`src/logic/sfb_pkg.sv`:
```
`default_nettype none
package sfb_pkg;
  // apb register map, byte addresses
  localparam int ADDR_W = 8;
  localparam logic [7:0] REG_CTRL = 8'h00;
  localparam logic [7:0] REG_LEN = 8'h04;
  localparam logic [7:0] REG_CMD_LO = 8'h08;
  localparam logic [7:0] REG_CMD_HI = 8'h0c;
  localparam logic [7:0] REG_RSP_LO = 8'h10;
  localparam logic [7:0] REG_RSP_HI = 8'h14;
  localparam logic [7:0] REG_STAT = 8'h18;
  // field positions
  localparam int CTRL_GO = 0;
  localparam int CTRL_DUAL = 1;
  localparam int STAT_BOOT = 0;
  localparam int STAT_EXT = 1;
  localparam int STAT_FAST = 2;
  localparam int STAT_CS = 3;
  // reset values
  localparam logic [7:0] LEN_RST = 8'h00;
  localparam logic [63:0] CMD_RST = 64'h0;
  localparam logic [63:0] RSP_RST = 64'h0;
  // flash protocol
  localparam int LEN_W = 8;
  localparam int BUF_BYTES = 8;
  localparam logic [7:0] OP_READ = 8'h0b;
  localparam logic [7:0] OP_DUAL = 8'h3b;
  localparam logic [7:0] DONT_CARE = 8'h00;
  localparam logic [LEN_W-1:0] IDX_DUMMY = 8'd4;
  localparam logic [LEN_W-1:0] IDX_DATA = 8'd5;
  localparam logic [LEN_W-1:0] IDX_SIG_LAST = 8'd8;
  localparam logic [2:0] LAST_BIT_SINGLE = 3'd7;
  localparam logic [2:0] LAST_BIT_DUAL = 3'd3;
  // boot signature "2DFU"
  localparam logic [23:0] SIG_ADDR = 24'h00fffa;
  localparam logic [31:0] SIG_VALUE = 32'h32444655;
  // fetch cache
  localparam int CACHE_DEPTH = 32;
  localparam int CACHE_IDX_W = 5;
  // serial clock half period in pclk cycles per speed strap
  localparam int SCK_HALF_SLOW = 4;
  localparam int SCK_HALF_FAST = 3;
  localparam logic [1:0] STRAP_LATCH = 2'd2;
  localparam logic [1:0] STRAP_READY = 2'd3;
  typedef enum logic [1:0] {ST_IDLE, ST_SHIFT, ST_HOLD, ST_END} sfb_state_type;
  typedef enum logic [1:0] {MODE_BOOT, MODE_FETCH, MODE_BUF} sfb_mode_type;
endpackage : sfb_pkg
`default_nettype wire

```
`src/logic/sfb_cache_if.sv`:
```
`timescale 1ns/1ns
`default_nettype none
interface sfb_cache_if #(
  parameter int IDX_W = 5
) ();
  logic wr_en;
  logic [IDX_W-1:0] wr_idx;
  logic [7:0] wr_data;
  logic [IDX_W-1:0] rd_idx;
  logic [7:0] rd_data;
  modport ctrl (output wr_en, output wr_idx, output wr_data, output rd_idx, input rd_data);
  modport mem (input wr_en, input wr_idx, input wr_data, input rd_idx, output rd_data);
endinterface : sfb_cache_if
`default_nettype wire

```
`src/logic/sfb_cache_mem.sv`:
```
`timescale 1ns/1ns
`default_nettype none
module sfb_cache_mem #(
  parameter int DEPTH = 32
) (
  // clock
  input wire logic pclk,
  // cache port
  sfb_cache_if.mem cif
);
  if (DEPTH < 2 || (DEPTH & (DEPTH - 1)) != 0) begin : g_bad_depth
    $error("sfb_cache_mem: depth must be a power of two");
  end
  logic [7:0] mem_q [DEPTH];
  always_ff @(posedge pclk) begin
    if (cif.wr_en) begin
      mem_q[cif.wr_idx] <= cif.wr_data;
    end
  end
  // registered read gives the one-cycle hit answer
  always_ff @(posedge pclk) begin
    cif.rd_data <= mem_q[cif.rd_idx];
  end
endmodule : sfb_cache_mem
`default_nettype wire

```
`src/logic/sfb_sync.sv`:
```
`timescale 1ns/1ns
`default_nettype none
module sfb_sync #(
  parameter int WIDTH = 1
) (
  // clock and reset
  input wire logic pclk,
  input wire logic presetn,
  // levels
  input wire logic [WIDTH-1:0] d,
  output logic [WIDTH-1:0] q
);
  logic [WIDTH-1:0] meta_q;
  always_ff @(posedge pclk or negedge presetn) begin
    if (!presetn) begin
      meta_q <= '0;
      q <= '0;
    end else begin
      meta_q <= d;
      q <= meta_q;
    end
  end
endmodule : sfb_sync
`default_nettype wire

```
`src/logic/sfb_flash_fetch.sv`:
```
`timescale 1ns/1ns
`default_nettype none
// Functional notes
// - boot signature at 0xfffa gates external execution
// - valid signature starts fetch, else internal
// - single read: opcode, address, dummy, bytes
// - ready after first byte, one byte taken
// - sequential address streams one more byte
// - non-sequential address raises chip select
// - dual read only at slow clock speed
// - dual read: 0x3b, bytes in four clocks
// - jump loads cache base pointer
// - cache keeps newest 32 sequential bytes
// - cache hit answers in one clock from idle, three when a stream is held
// - command, response buffers and length register
// - start bit issues length times eight clocks
// - bytes after command go to response
// - beyond command buffer send don't-care bytes
// - erase commands: opcode, address, length four
// - byte program: length five, input unused
// - single opcode commands use length one
// - id read leaves three response bytes
// - chip select high after buffered transfer
// - reset ends everything, registers to defaults
// - speed strap latched after reset release
module sfb_flash_fetch #(
  parameter int HALF_SLOW = sfb_pkg::SCK_HALF_SLOW,
  parameter int HALF_FAST = sfb_pkg::SCK_HALF_FAST
) (
  // clock and reset
  input wire logic pclk,
  input wire logic presetn,
  // apb slave
  input wire logic psel,
  input wire logic penable,
  input wire logic pwrite,
  input wire logic [sfb_pkg::ADDR_W-1:0] paddr,
  input wire logic [31:0] pwdata,
  output logic [31:0] prdata,
  output logic pready,
  output logic pslverr,
  // processor fetch port
  input wire logic fetch_req,
  input wire logic [23:0] fetch_addr,
  output logic fetch_ready,
  output logic [7:0] fetch_data,
  output logic fetch_busy,
  // boot status
  output logic boot_done,
  output logic ext_exec_en,
  // serial flash pins
  output logic flash_cs_n,
  output logic flash_sclk,
  output logic serial_out_o,
  output logic serial_out_oe,
  input wire logic serial_out_i,
  input wire logic serial_in_line,
  input wire logic serial_speed_strap
);
  import sfb_pkg::*;

  // sampling needs two sync stages inside the high phase
  if (HALF_SLOW < 3 || HALF_FAST < 3 || HALF_SLOW > 16 || HALF_FAST > 16) begin : g_bad_half
    $error("sfb_flash_fetch: half periods must be 3 to 16");
  end

  sfb_state_type st_q;
  sfb_mode_type mode_q;
  logic [3:0] cnt_q;
  logic sclk_q;
  logic cs_n_q;
  logic [2:0] bit_q;
  logic [7:0] tx_q;
  logic [7:0] rx_q;
  logic [LEN_W-1:0] idx_q;
  logic dual_sel_q;
  logic dual_data_q;
  logic [23:0] addr_q;
  logic jump_q;
  logic pend_q;
  logic [23:0] pend_addr_q;
  logic ready_q;
  logic hit_q;
  logic [7:0] data_q;
  logic [23:0] base_q;
  logic [5:0] clen_q;
  logic ctrl_dual_q;
  logic busy_q;
  logic [LEN_W-1:0] len_q;
  logic [63:0] cmd_q;
  logic [63:0] rsp_q;
  logic boot_done_q;
  logic ext_q;
  logic [31:0] sig_q;
  logic strap_fast_q;
  logic [1:0] strap_cnt_q;
  logic si_s;
  logic so_s;
  logic strap_s;

  sfb_sync #(.WIDTH(3)) u_sync (
    .pclk(pclk),
    .presetn(presetn),
    .d({serial_in_line, serial_out_i, serial_speed_strap}),
    .q({si_s, so_s, strap_s})
  );

  sfb_cache_if #(.IDX_W(CACHE_IDX_W)) cif ();
  sfb_cache_mem #(.DEPTH(CACHE_DEPTH)) u_cache (
    .pclk(pclk),
    .cif(cif)
  );

  logic [3:0] half_m1;
  logic tick;
  logic rise;
  logic fall;
  logic last_bit;
  logic byte_done;
  logic [7:0] rx_next;
  logic [LEN_W-1:0] idx_nx;
  logic [LEN_W-1:0] idx_m1;
  logic fetch_ok;
  logic dual_ok;
  logic cur_req;
  logic [23:0] cur_addr;
  logic cur_hit;
  logic seq_req;
  logic cache_wr;
  logic strap_ok;
  logic apb_wr;

  assign half_m1 = strap_fast_q ? 4'(HALF_FAST - 1) : 4'(HALF_SLOW - 1);
  assign tick = (st_q == ST_SHIFT) && (cnt_q == half_m1);
  assign rise = tick && !sclk_q;
  assign fall = tick && sclk_q;
  assign last_bit = bit_q == (dual_data_q ? LAST_BIT_DUAL : LAST_BIT_SINGLE);
  assign byte_done = fall && last_bit;
  // in dual data phase the high bit of each pair comes on the input line
  assign rx_next = dual_data_q ? {rx_q[5:0], si_s, so_s} : {rx_q[6:0], si_s};
  assign idx_nx = idx_q + 1'b1;
  assign idx_m1 = idx_q - 1'b1;
  assign fetch_ok = boot_done_q && ext_q;
  assign dual_ok = ctrl_dual_q && !strap_fast_q;
  assign cur_req = fetch_req || pend_q;
  assign cur_addr = fetch_req ? fetch_addr : pend_addr_q;
  assign cur_hit = (cur_addr - base_q) < 24'(clen_q);
  assign seq_req = fetch_req && (fetch_addr == addr_q + 24'd1);
  assign cache_wr = byte_done && mode_q == MODE_FETCH && idx_q >= IDX_DATA;
  assign strap_ok = strap_cnt_q == STRAP_READY;
  assign apb_wr = psel && penable && pwrite;

  function automatic logic [7:0] hdr_byte(input logic [LEN_W-1:0] i, input logic [23:0] a);
    case (i)
      8'd1: hdr_byte = a[23:16];
      8'd2: hdr_byte = a[15:8];
      8'd3: hdr_byte = a[7:0];
      default: hdr_byte = DONT_CARE;
    endcase
  endfunction : hdr_byte

  function automatic logic [7:0] buf_byte(input logic [LEN_W-1:0] i, input logic [63:0] c);
    buf_byte = (i < BUF_BYTES) ? c[{i[2:0], 3'b000} +: 8] : DONT_CARE;
  endfunction : buf_byte

  // strap is caught a sync delay after reset release, then frozen
  always_ff @(posedge pclk or negedge presetn) begin
    if (!presetn) begin
      strap_cnt_q <= 2'd0;
      strap_fast_q <= 1'b0;
    end else if (!strap_ok) begin
      strap_cnt_q <= strap_cnt_q + 2'd1;
      if (strap_cnt_q == STRAP_LATCH) begin
        strap_fast_q <= strap_s;
      end
    end
  end

  // serial clock divider and receive shifter
  always_ff @(posedge pclk or negedge presetn) begin
    if (!presetn) begin
      cnt_q <= 4'd0;
      sclk_q <= 1'b0;
      bit_q <= 3'd0;
      rx_q <= 8'h00;
    end else begin
      cnt_q <= (st_q == ST_SHIFT && !tick) ? cnt_q + 4'd1 : 4'd0;
      if (rise) begin
        sclk_q <= 1'b1;
      end
      if (fall) begin
        sclk_q <= 1'b0;
        rx_q <= rx_next;
        bit_q <= last_bit ? 3'd0 : bit_q + 3'd1;
      end
    end
  end

  // transaction sequencer
  always_ff @(posedge pclk or negedge presetn) begin
    if (!presetn) begin
      st_q <= ST_IDLE;
      mode_q <= MODE_BOOT;
      cs_n_q <= 1'b1;
      tx_q <= 8'h00;
      idx_q <= '0;
      dual_sel_q <= 1'b0;
      dual_data_q <= 1'b0;
      addr_q <= 24'h0;
      jump_q <= 1'b0;
      pend_q <= 1'b0;
      pend_addr_q <= 24'h0;
      ready_q <= 1'b0;
      hit_q <= 1'b0;
      data_q <= 8'h00;
    end else begin
      ready_q <= 1'b0;
      if (fetch_req && fetch_ok && (st_q == ST_IDLE || st_q == ST_HOLD)) begin
        pend_q <= 1'b1;
        pend_addr_q <= fetch_addr;
      end
      case (st_q)
        ST_IDLE: begin
          if (!boot_done_q) begin
            if (strap_ok) begin
              mode_q <= MODE_BOOT;
              addr_q <= SIG_ADDR;
              tx_q <= OP_READ;
              idx_q <= '0;
              cs_n_q <= 1'b0;
              st_q <= ST_SHIFT;
            end
          end else if (fetch_ok && cur_req && cur_hit) begin
            ready_q <= 1'b1;
            hit_q <= 1'b1;
            pend_q <= 1'b0;
            addr_q <= cur_addr;
          end else if (busy_q) begin
            mode_q <= MODE_BUF;
            tx_q <= buf_byte('0, cmd_q);
            idx_q <= '0;
            cs_n_q <= 1'b0;
            st_q <= ST_SHIFT;
          end else if (fetch_ok && cur_req) begin
            mode_q <= MODE_FETCH;
            addr_q <= cur_addr;
            dual_sel_q <= dual_ok;
            tx_q <= dual_ok ? OP_DUAL : OP_READ;
            idx_q <= '0;
            jump_q <= 1'b1;
            pend_q <= 1'b0;
            cs_n_q <= 1'b0;
            st_q <= ST_SHIFT;
          end
        end
        ST_SHIFT: begin
          if (fall && !last_bit && !dual_data_q) begin
            tx_q <= {tx_q[6:0], 1'b0};
          end
          if (byte_done) begin
            if (mode_q == MODE_BUF) begin
              if (idx_nx == len_q) begin
                cs_n_q <= 1'b1;
                st_q <= ST_END;
              end else begin
                idx_q <= idx_nx;
                tx_q <= buf_byte(idx_nx, cmd_q);
              end
            end else if (idx_q < IDX_DUMMY) begin
              idx_q <= idx_nx;
              tx_q <= hdr_byte(idx_nx, addr_q);
            end else if (idx_q == IDX_DUMMY) begin
              idx_q <= IDX_DATA;
              dual_data_q <= mode_q == MODE_FETCH && dual_sel_q;
            end else if (mode_q == MODE_FETCH) begin
              data_q <= rx_next;
              ready_q <= 1'b1;
              hit_q <= 1'b0;
              st_q <= ST_HOLD;
            end else if (idx_q == IDX_SIG_LAST) begin
              cs_n_q <= 1'b1;
              st_q <= ST_END;
            end else begin
              idx_q <= idx_nx;
            end
          end
        end
        ST_HOLD: begin
          if (seq_req) begin
            addr_q <= fetch_addr;
            jump_q <= 1'b0;
            pend_q <= 1'b0;
            st_q <= ST_SHIFT;
          end else if (fetch_req || busy_q) begin
            cs_n_q <= 1'b1;
            dual_data_q <= 1'b0;
            st_q <= ST_END;
          end
        end
        ST_END: begin
          dual_data_q <= 1'b0;
          st_q <= ST_IDLE;
        end
        default: begin
          cs_n_q <= 1'b1;
          st_q <= ST_IDLE;
        end
      endcase
    end
  end

  // fetch cache window: base and count of newest sequential bytes
  assign cif.wr_en = cache_wr;
  assign cif.wr_idx = addr_q[CACHE_IDX_W-1:0];
  assign cif.wr_data = rx_next;
  assign cif.rd_idx = cur_addr[CACHE_IDX_W-1:0];

  always_ff @(posedge pclk or negedge presetn) begin
    if (!presetn) begin
      base_q <= 24'h0;
      clen_q <= 6'd0;
    end else if (cache_wr) begin
      if (jump_q) begin
        base_q <= addr_q;
        clen_q <= 6'd1;
      end else if (clen_q == 6'(CACHE_DEPTH)) begin
        base_q <= base_q + 24'd1;
      end else begin
        clen_q <= clen_q + 6'd1;
      end
    end
  end

  // boot signature capture
  always_ff @(posedge pclk or negedge presetn) begin
    if (!presetn) begin
      sig_q <= 32'h0;
      boot_done_q <= 1'b0;
      ext_q <= 1'b0;
    end else begin
      if (byte_done && mode_q == MODE_BOOT && idx_q >= IDX_DATA) begin
        sig_q <= {sig_q[23:0], rx_next};
      end
      if (st_q == ST_END && mode_q == MODE_BOOT) begin
        boot_done_q <= 1'b1;
        ext_q <= sig_q == SIG_VALUE;
      end
    end
  end

  // software registers
  always_ff @(posedge pclk or negedge presetn) begin
    if (!presetn) begin
      ctrl_dual_q <= 1'b0;
      busy_q <= 1'b0;
      len_q <= LEN_RST;
      cmd_q <= CMD_RST;
      rsp_q <= RSP_RST;
    end else begin
      // clear happens only while busy and go is refused then, so a ctrl write never hides the clear
      if (st_q == ST_END && mode_q == MODE_BUF) begin
        busy_q <= 1'b0;
      end
      if (apb_wr && paddr == REG_CTRL) begin
        ctrl_dual_q <= pwdata[CTRL_DUAL];
        if (pwdata[CTRL_GO] && !busy_q && boot_done_q && len_q != '0) begin
          busy_q <= 1'b1;
        end
      end
      if (apb_wr && paddr == REG_LEN) begin
        len_q <= pwdata[LEN_W-1:0];
      end
      if (apb_wr && paddr == REG_CMD_LO) begin
        cmd_q[31:0] <= pwdata;
      end
      if (apb_wr && paddr == REG_CMD_HI) begin
        cmd_q[63:32] <= pwdata;
      end
      if (byte_done && mode_q == MODE_BUF && idx_q != '0 && idx_q <= BUF_BYTES) begin
        rsp_q[{idx_m1[2:0], 3'b000} +: 8] <= rx_next;
      end
    end
  end

  always_comb begin
    prdata = 32'h0;
    pslverr = 1'b0;
    case (paddr)
      REG_CTRL: prdata = {30'h0, ctrl_dual_q, busy_q};
      REG_LEN: prdata = {24'h0, len_q};
      REG_CMD_LO: prdata = cmd_q[31:0];
      REG_CMD_HI: prdata = cmd_q[63:32];
      REG_RSP_LO: prdata = rsp_q[31:0];
      REG_RSP_HI: prdata = rsp_q[63:32];
      REG_STAT: prdata = {28'h0, !cs_n_q, strap_fast_q, ext_q, boot_done_q};
      default: pslverr = psel && penable;
    endcase
  end

  assign pready = 1'b1;
  assign fetch_ready = ready_q;
  assign fetch_data = hit_q ? cif.rd_data : data_q;
  assign fetch_busy = !fetch_ok || pend_q || !(st_q == ST_IDLE || st_q == ST_HOLD);
  assign boot_done = boot_done_q;
  assign ext_exec_en = ext_q;
  assign flash_cs_n = cs_n_q;
  assign flash_sclk = sclk_q;
  assign serial_out_o = tx_q[7];
  // io0 turns round to an input for dual data
  assign serial_out_oe = !cs_n_q && !dual_data_q;

  // serial clocks since the last idle, for checking only
  logic [11:0] sck_cnt_q;
  always_ff @(posedge pclk or negedge presetn) begin
    if (!presetn) begin
      sck_cnt_q <= 12'd0;
    end else if (st_q == ST_IDLE) begin
      sck_cnt_q <= 12'd0;
    end else if (rise) begin
      sck_cnt_q <= sck_cnt_q + 12'd1;
    end
  end
endmodule : sfb_flash_fetch
`default_nettype wire

```
`config.mk`:
```
export PLATFORM = sky130hd
export DESIGN_NAME = sfb_flash_fetch
export DESIGN_NICKNAME = d
export VERILOG_FILES = /design/src/logic/sfb_pkg.sv /design/src/logic/sfb_cache_if.sv /design/src/logic/sfb_cache_mem.sv /design/src/logic/sfb_sync.sv /design/src/logic/sfb_flash_fetch.sv
export SDC_FILE = /design/constraint.sdc
export NUM_CORES = 1
export LEC_CHECK = 0
export ABC_AREA = 1
export BUFFER_PORTS_ARGS = -buffer_cell sky130_fd_sc_hd__buf_4
export CAP_MARGIN = 40
export CORE_ASPECT_RATIO = 1.25
export CORE_UTILIZATION = 56
export CTS_CLUSTER_DIAMETER = 150
export CTS_CLUSTER_SIZE = 14
export DETAILED_ROUTE_END_ITERATION = 10
export PLACE_DENSITY = 0.72
export SLEW_MARGIN = 20
export SYNTH_ARGS = -nofsm -noshare
export SYNTH_HDL_FRONTEND = slang
export SYNTH_SLANG_ARGS = --single-unit
```
`constraint.sdc`:
```
create_clock -name pclk -period 3.4 [get_ports pclk]
set_input_delay 0.68 -clock pclk [delete_from_list [all_inputs] [get_ports pclk]]
set_output_delay 0.68 -clock pclk [all_outputs]
set_load 0.01 [all_outputs]
```
* Yosys cells after proc, flatten, opt, wreduce, memory -nomap -nowiden
Memories as Yosys holds them, arrays and structs flattened. A register that Yosys moved wholly into a read port is not among the register bits.
Index checks and enable logic that the tools add are counted.
** Storage, ports and cells
- Bits in writable memories :: 256
- Output and inout port bits :: 50
- Input port bits :: 73
- Register bits after elaboration :: 309
- Memories kept :: 1
- Word-level logic and storage cells :: 314
** Memories
- u_cache.mem_q :: depth 32, width 8, read ports 1, clocked after memory_dff 1, wr ports 1, line sfb_cache_mem.sv:14 : logic [7:0] mem_q [DEPTH];
** Operators by class
- Add/subtract/negate cells :: 10
- Muxes and demuxes :: 125
- Shift-type cells :: 3
- Order comparisons :: 5
- Reduce and logical (&&, ||, !) cells :: 75
- Bitwise operators :: 6
- Equal/unequal tests :: 56
** Operators by type and width (number)
- $pmux 32 s7 :: 1
- $mux 24 :: 9
- $mux 8 :: 25
- $bwmux 64 :: 1
- $shift 8x8->64 const A :: 1
- $shiftx 64x7->8 :: 1
- $shiftx 8x8->64 :: 1
- $mux 1 :: 54
- $add 24x1->24 const B :: 2
- $pmux 24 s2 :: 1
- $mux 2 :: 18
- $logic_and 1x1->1 :: 34
- $eq 32x30->1 const B :: 1
- $pmux 8 s2 :: 2
- $ne 2x2->1 const B :: 14
- $eq 24x24->1 :: 1
- $eq 8x4->1 const B :: 3
- $eq 8x5->1 const B :: 3
- $lt 24x6->1 :: 1
- $pmux 8 s3 :: 1
- $sub 24x24->24 :: 1
- $ne 3x3->1 const B :: 7
- $mux 6 :: 3
- $eq 8x2->1 const B :: 2
- 47 further kinds :: 93

* Longest topological paths before layout
- Depth in word-level cells :: 11
- Mapped depth :: 27
- Mapped depth without buffers :: 25

* Modules after synthesis
From an unflattened synthesis, not the netlist that was laid out.
** Second synthesis, totals
- Cell total of the unflattened synthesis :: 3663
- Area, all modules :: 30001.3 um^2
** By module, submodules not included
- sfb_flash_fetch :: sequential area each 7583.5 um^2, cells an instance 2735, area an instance 19064.5 um^2, instances 1
- sfb_cache_mem :: sequential area each 7847.5 um^2, cells an instance 922, area an instance 10786.6 um^2, instances 1
- sfb_sync :: sequential area each 150.1 um^2, cells an instance 6, area an instance 150.1 um^2, instances 1

* Worst setup path before layout
No wires, ideal clock.
- Path kind :: input -> register
- From :: input fetch_req
- To :: register idx_q[0]
- Setup time :: 0.128 ns
- Buffers on the path :: 4
- Arrival time :: 4.005 ns
- Stages :: 21
- Slack :: -0.732 ns
- Data required time :: 3.272 ns
- Path through :: buf_2 clkbuf_1 nand2_1 o21ai_1 clkinv_1 clkbuf_1 ha_1 nor2_1 a21oi_1 xor2_1 ha_1 nand2_1 nand2_1 nand2_1 nor3b_1 nand3_1 nor2_1 nand3_1 nand3b_2 buf_2 o21ai_0
** Between the ends
- Cells in the longest elaborated chain, start to end :: 6
- Elaborated cells between the ends (all ways) :: 9
- Those cells by class :: add/sub (1); order compare (1); eq/ne (2); mux (1); reduce/logical (4)
** Ends and longest elaborated chain
- start, declared :: line sfb_flash_fetch.sv:43 : input wire logic fetch_req,
- $mux 24 :: line sfb_flash_fetch.sv:146 : assign cur_addr = fetch_req ? fetch_addr : pend_addr_q;
- $sub 24x24->24 :: line sfb_flash_fetch.sv:147 : assign cur_hit = (cur_addr - base_q) < 24'(clen_q);
- $lt 24x6->1 :: line sfb_flash_fetch.sv:147
- $logic_and 1x1->1 :: line sfb_flash_fetch.sv:233 : end else if (fetch_ok && cur_req && cur_hit) begin
- $ne 3x3->1 (no source line)
- $reduce_and 8->1 (no source line) (*)
- end signal, assigned :: line sfb_flash_fetch.sv:266 : idx_q <= idx_nx;
- end signal, assigned :: line sfb_flash_fetch.sv:270 : idx_q <= idx_nx;
- end signal, assigned :: line sfb_flash_fetch.sv:284 : idx_q <= idx_nx;
- end, declared :: line sfb_flash_fetch.sv:75 : logic [LEN_W-1:0] idx_q;
Mark *: on every way between the ends. The rest lies on a longest branch, timed or not.
A chain may end at the register's enable or synchronous reset.

* Worst setup path in the final report
- From :: input paddr[7] in the netlist's numbering
- To :: output prdata[6]
** Between the ends
- Cells in the longest elaborated chain, start to end :: 2
- Elaborated cells between the ends (all ways) :: 8
- Those cells by class :: eq/ne (6); mux (1); reduce/logical (1)
** Ends and longest elaborated chain
- start, declared :: line sfb_flash_fetch.sv:37 : input wire logic [sfb_pkg::ADDR_W-1:0] paddr,
- $eq 8x5->1, or another cell as far along :: line sfb_flash_fetch.sv:388 : case (paddr)
- $pmux 32 s7 (*) :: line sfb_flash_fetch.sv:388
- end, declared :: line sfb_flash_fetch.sv:39 : output logic [31:0] prdata,
Marked as above.

==> key figures <==
Die
  • Chip width: ~210 µm
  • # rows: 93
  • Top Ports: around 120
  • Starting Density: 0.572
  • Die Y-Extent: ~260 µm
  • Core Region: a little over 50000 µm²
  • Die area: approximately 54000 µm²

Setup path
  • Crit path DAT: around 2.6 ns
  • Critical Path Fanout Max: 5
  • Element type at the critical path start: primary input
  • CP max stage cell: nor4_2
  • CP Data Required Time: approximately 2.7 ns
  • Critical path class: in -> out
  • Max incr delay on CP: 0.31 ns
  • Cells along the critical path: buf_4, nor2_1, inv_1, nor3_1, buf_4, inv_1, nor4_2, inv_1, o22ai_1, a221oi_1, o21ai_0, buf_4
  • CP Capture Type: primary output

CTS
  • Clk sink count: around 570
  • CTS tree: built
  • Worst-path clk slew: approximately 0.060 ns
  • Hold Buf Count CTS: 0
  • H-tree lvl count: 2
  • Worst-Skew Late Latency: 0.62 ns
  • TritonCTS buffer count: 46
  • CTS Root Cell: clkbuf_16
  • Maximum root-to-sink buffer count: 3

Finish
  • Share of cells above drive strength 1: 0.134
  • NumNets Final: around 3900
  • Area Overhead vs Synth: 15.8%
  • Antenna diodes: 0
  • Non-Filler Instances: ~4500
  • Utilization after layout: 0.662
  • Cell area after layout: 34400 µm²

Place
  • Placer Congestion: about 1
  • DPL Wire Length: roughly 70000 µm
  • Placed cells: 4427
  • Pre-CTS WS: -0.661 ns
  • Post-DP Area: between 30000 and 40000 µm²
  • Port bufs: ~120

Yosys
  • Async set or reset register ratio after synthesis: 0.539
  • Most instantiated cells after synthesis: nand2_1 (949), o21ai_0 (425), inv_1 (367)
  • Cells after Synth: about 3600
  • Count of flip-flops with a built-in enable after synthesis: roughly 260
  • Register area share after synthesis: 0.525
  • Synth unique cells: 57
  • Dominant cells by area after synthesis: dfrtp_1 (26%), edfxtp_1 (26%), nand2_1 (12%), o21ai_0 (7.2%), inv_1 (4.6%)
  • Register bit total from synthesis: roughly 570
  • Count leader, synth: nand2_1
  • Predominant post-synthesis flop cell: dfrtp_1
  • Synthesis warning total: 0
  • Synth top area share: 0.260
  • Cell Area, Synth: a little under 30000 µm²
  • Syn avg cell area: ~8.4 µm²
  • Most area-hungry cell type in the Yosys netlist: dfrtp_1
  • Syn_nets: around 3700

Timing
  • Fin crit period: roughly 3.2 ns
  • Worst Skew: between 0.04 and 0.05 ns
  • Max-slew violations: 0
  • Slew @ Worst Pin: 0.822 ns
  • Setup Viol. Count Final: 0
  • Post-route setup slack: between 0.15 and 0.2 ns
  • Final period util: 0.951
  • Fmax: 0.309 GHz
  • Final Hold Vio Count: 0
  • Slew HR: 0.449

Global routing
  • Total track usage: 0.361
  • Initial antenna violation count: 2
  • Largest net degree at the start of global routing: just under 100
  • Grt total ovfl: 0
  • Vias in the first global route: 25800
  • First-pass GRT wire length: about 150000 µm

Status
  • Status: finished clean

Detailed routing
  • DR vias: roughly 27000
  • Routed vias/inst: 5.93
  • DR iter-0 viols: 2984
  • Total iterations of the first detailed-routing run: 8
  • DRT Wirelength: about 100000 µm
  • Post-DRT Antenna Nets: 0
  • DR WL/cell: about 22 µm
  • DRC errors left: 0

Power and ir drop
  • Leak pwr: around 15 nW
  • Pwr/cell area: ~450 nW/µm²
  • Worst vdd ir: between 0.0003 and 0.0004 V
  • Pwr Total: 0.0153 W

Worst hold path
  • Hold Crit Class: in -> async

Flow run
  • Max cap viols: 0
==> sequential cells by signal, summed over array words and instances, names as in the netlist, 2 cells and up <==
register / cells
u_cache.mem_q: 256
cmd_q: 64
rsp_q: 64
sig_q: 32
addr_q: 24
base_q: 24
pend_addr_q: 24
data_q: 8
idx_q: 8
len_q: 8
tx_q: 8
u_cache.cif.rd_data: 8
rx_q: 7
clen_q: 6
cnt_q: 4
bit_q: 3
u_sync.meta_q: 3
u_sync.q: 3
mode_q: 2
st_q: 2
strap_cnt_q: 2
==> power breakdown <==
| part | total (W) | internal, W | leakage [nW] | switching, W |
|---|---|---|---|---|
| clock | 0.00513 | 0.00259 | 0.633 | 0.00254 |
| sequential | 0.00777 | 0.00765 | 6.62 | 0.000120 |
| combinational | 0.00241 | 0.000742 | 8.02 | 0.00167 |
==> metrics by stage <==
step / setup TNS, ns / hold WS (ns)
4_1_cts: 0 / 0.116
3_3_place_gp: -28.41 / 0.333
2_1_floorplan: -7.12 / 0.331
3_5_place_dp: -30.41 / 0.361
6_report: 0 / 0.0651
5_1_grt: -0.0160 / 0.137
==> area by class of cell <==
| cell class | instances | area, µm² |
|---|---|---|
| fill | 4344 | 17500 |
| clock inverter | 2 | 50.0 |
| tap | 665 | 832 |
| multi-input combinational | 2455 | 12300 |
| clock buffer | 75 | 1280 |
| timing repair buffer | 362 | 2880 |
| sequential | 573 | 15600 |
| inverter | 378 | 1440 |
==> path summary, 6_finish.rpt <==
kind	startpoint	slack [ns]	cells past startpoint	to
worst min-delay path	presetn	0.07	1	cnt_q[3]
max in group asynchronous	presetn	2.38	2	data_q[6]
worst min register to register	u_sync.meta_q[0]	0.37	0	u_sync.q[0]
worst max-delay path	paddr[7]	0.17	12	prdata[6]
worst max register to register	st_q[1]	0.20	14	rsp_q[7]
min in group pclk	serial_in_line	0.19	1	u_sync.meta_q[2]
==> metal layers <==
layer / global-route usage / wire (µm)
met5: 0 / 28
met4: 0.190 / 5570
met1: 0.460 / 38000
met3: 0.0411 / 6860
met2: 0.610 / 47200
==> what timing repair did <==
item / in CTS / in global routing
setup endpoints to repair: 7 / 59
pin swaps: 0 / 5
cloned: 0 / 1
resized for setup: 2 / 27
buffers inserted: 0 / 4
==> logic make-up after synthesis <==
| kind of cell | after synthesis | synth area share |
|---|---|---|
| and+or+nand+nor | 1624 | 0.227 |
| AOI/OAI and AO/OA | 717 | 0.138 |
| DFF | 573 | 0.525 |
| buffers and inverters | 527 | 0.0691 |
| adders and majority gates | 53 | 0.0226 |
| xor gates and xnor gates | 47 | 0.0139 |
| muxes | 12 | 0.00455 |
| other | 1 | 0.000126 |
==> critical path, delay by kind of cell <==
kind / cells / cell delay [ns]
buf+inv: 6 / 0.82
simple gates: 3 / 0.58
compound gates: 3 / 0.46
==> cells in the final DEF, fill, tap and decap left out, types with 4 or more instances in the layout <==
master / synthesis / layout
nor2_4: 4 / 6
dfrtp_1: 308 / 308
buf_4: 6 / 347
ha_1: 52 / 47
nand3_2: 8 / 10
dfxtp_1: 8 / 8
o211ai_1: 21 / 21
nand2_2: 2 / 7
clkbuf_1: 120 / 28
a31oi_1: 15 / 15
nand4_1: 49 / 49
inv_1: 367 / 364
clkinv_1: 7 / 4
clkbuf_16: 0 / 47
a221oi_1: 7 / 7
nor3_1: 24 / 23
o221ai_1: 54 / 54
a22oi_1: 14 / 14
o2111ai_1: 10 / 10
nand3b_1: 6 / 6
nand2_1: 949 / 942
nand3_1: 195 / 191
buf_12: 0 / 10
inv_2: 4 / 7
xnor2_1: 12 / 12
xor2_1: 35 / 35
nor2_1: 356 / 347
nor2_2: 7 / 14
o21ai_2: 7 / 15
a21oi_1: 70 / 67
o21ai_0: 425 / 400
nor4_1: 13 / 12
mux2_2: 12 / 12
o22ai_1: 38 / 38
edfxtp_1: 256 / 256
o21ai_1: 44 / 58
(Power assumes the default switching activity.)
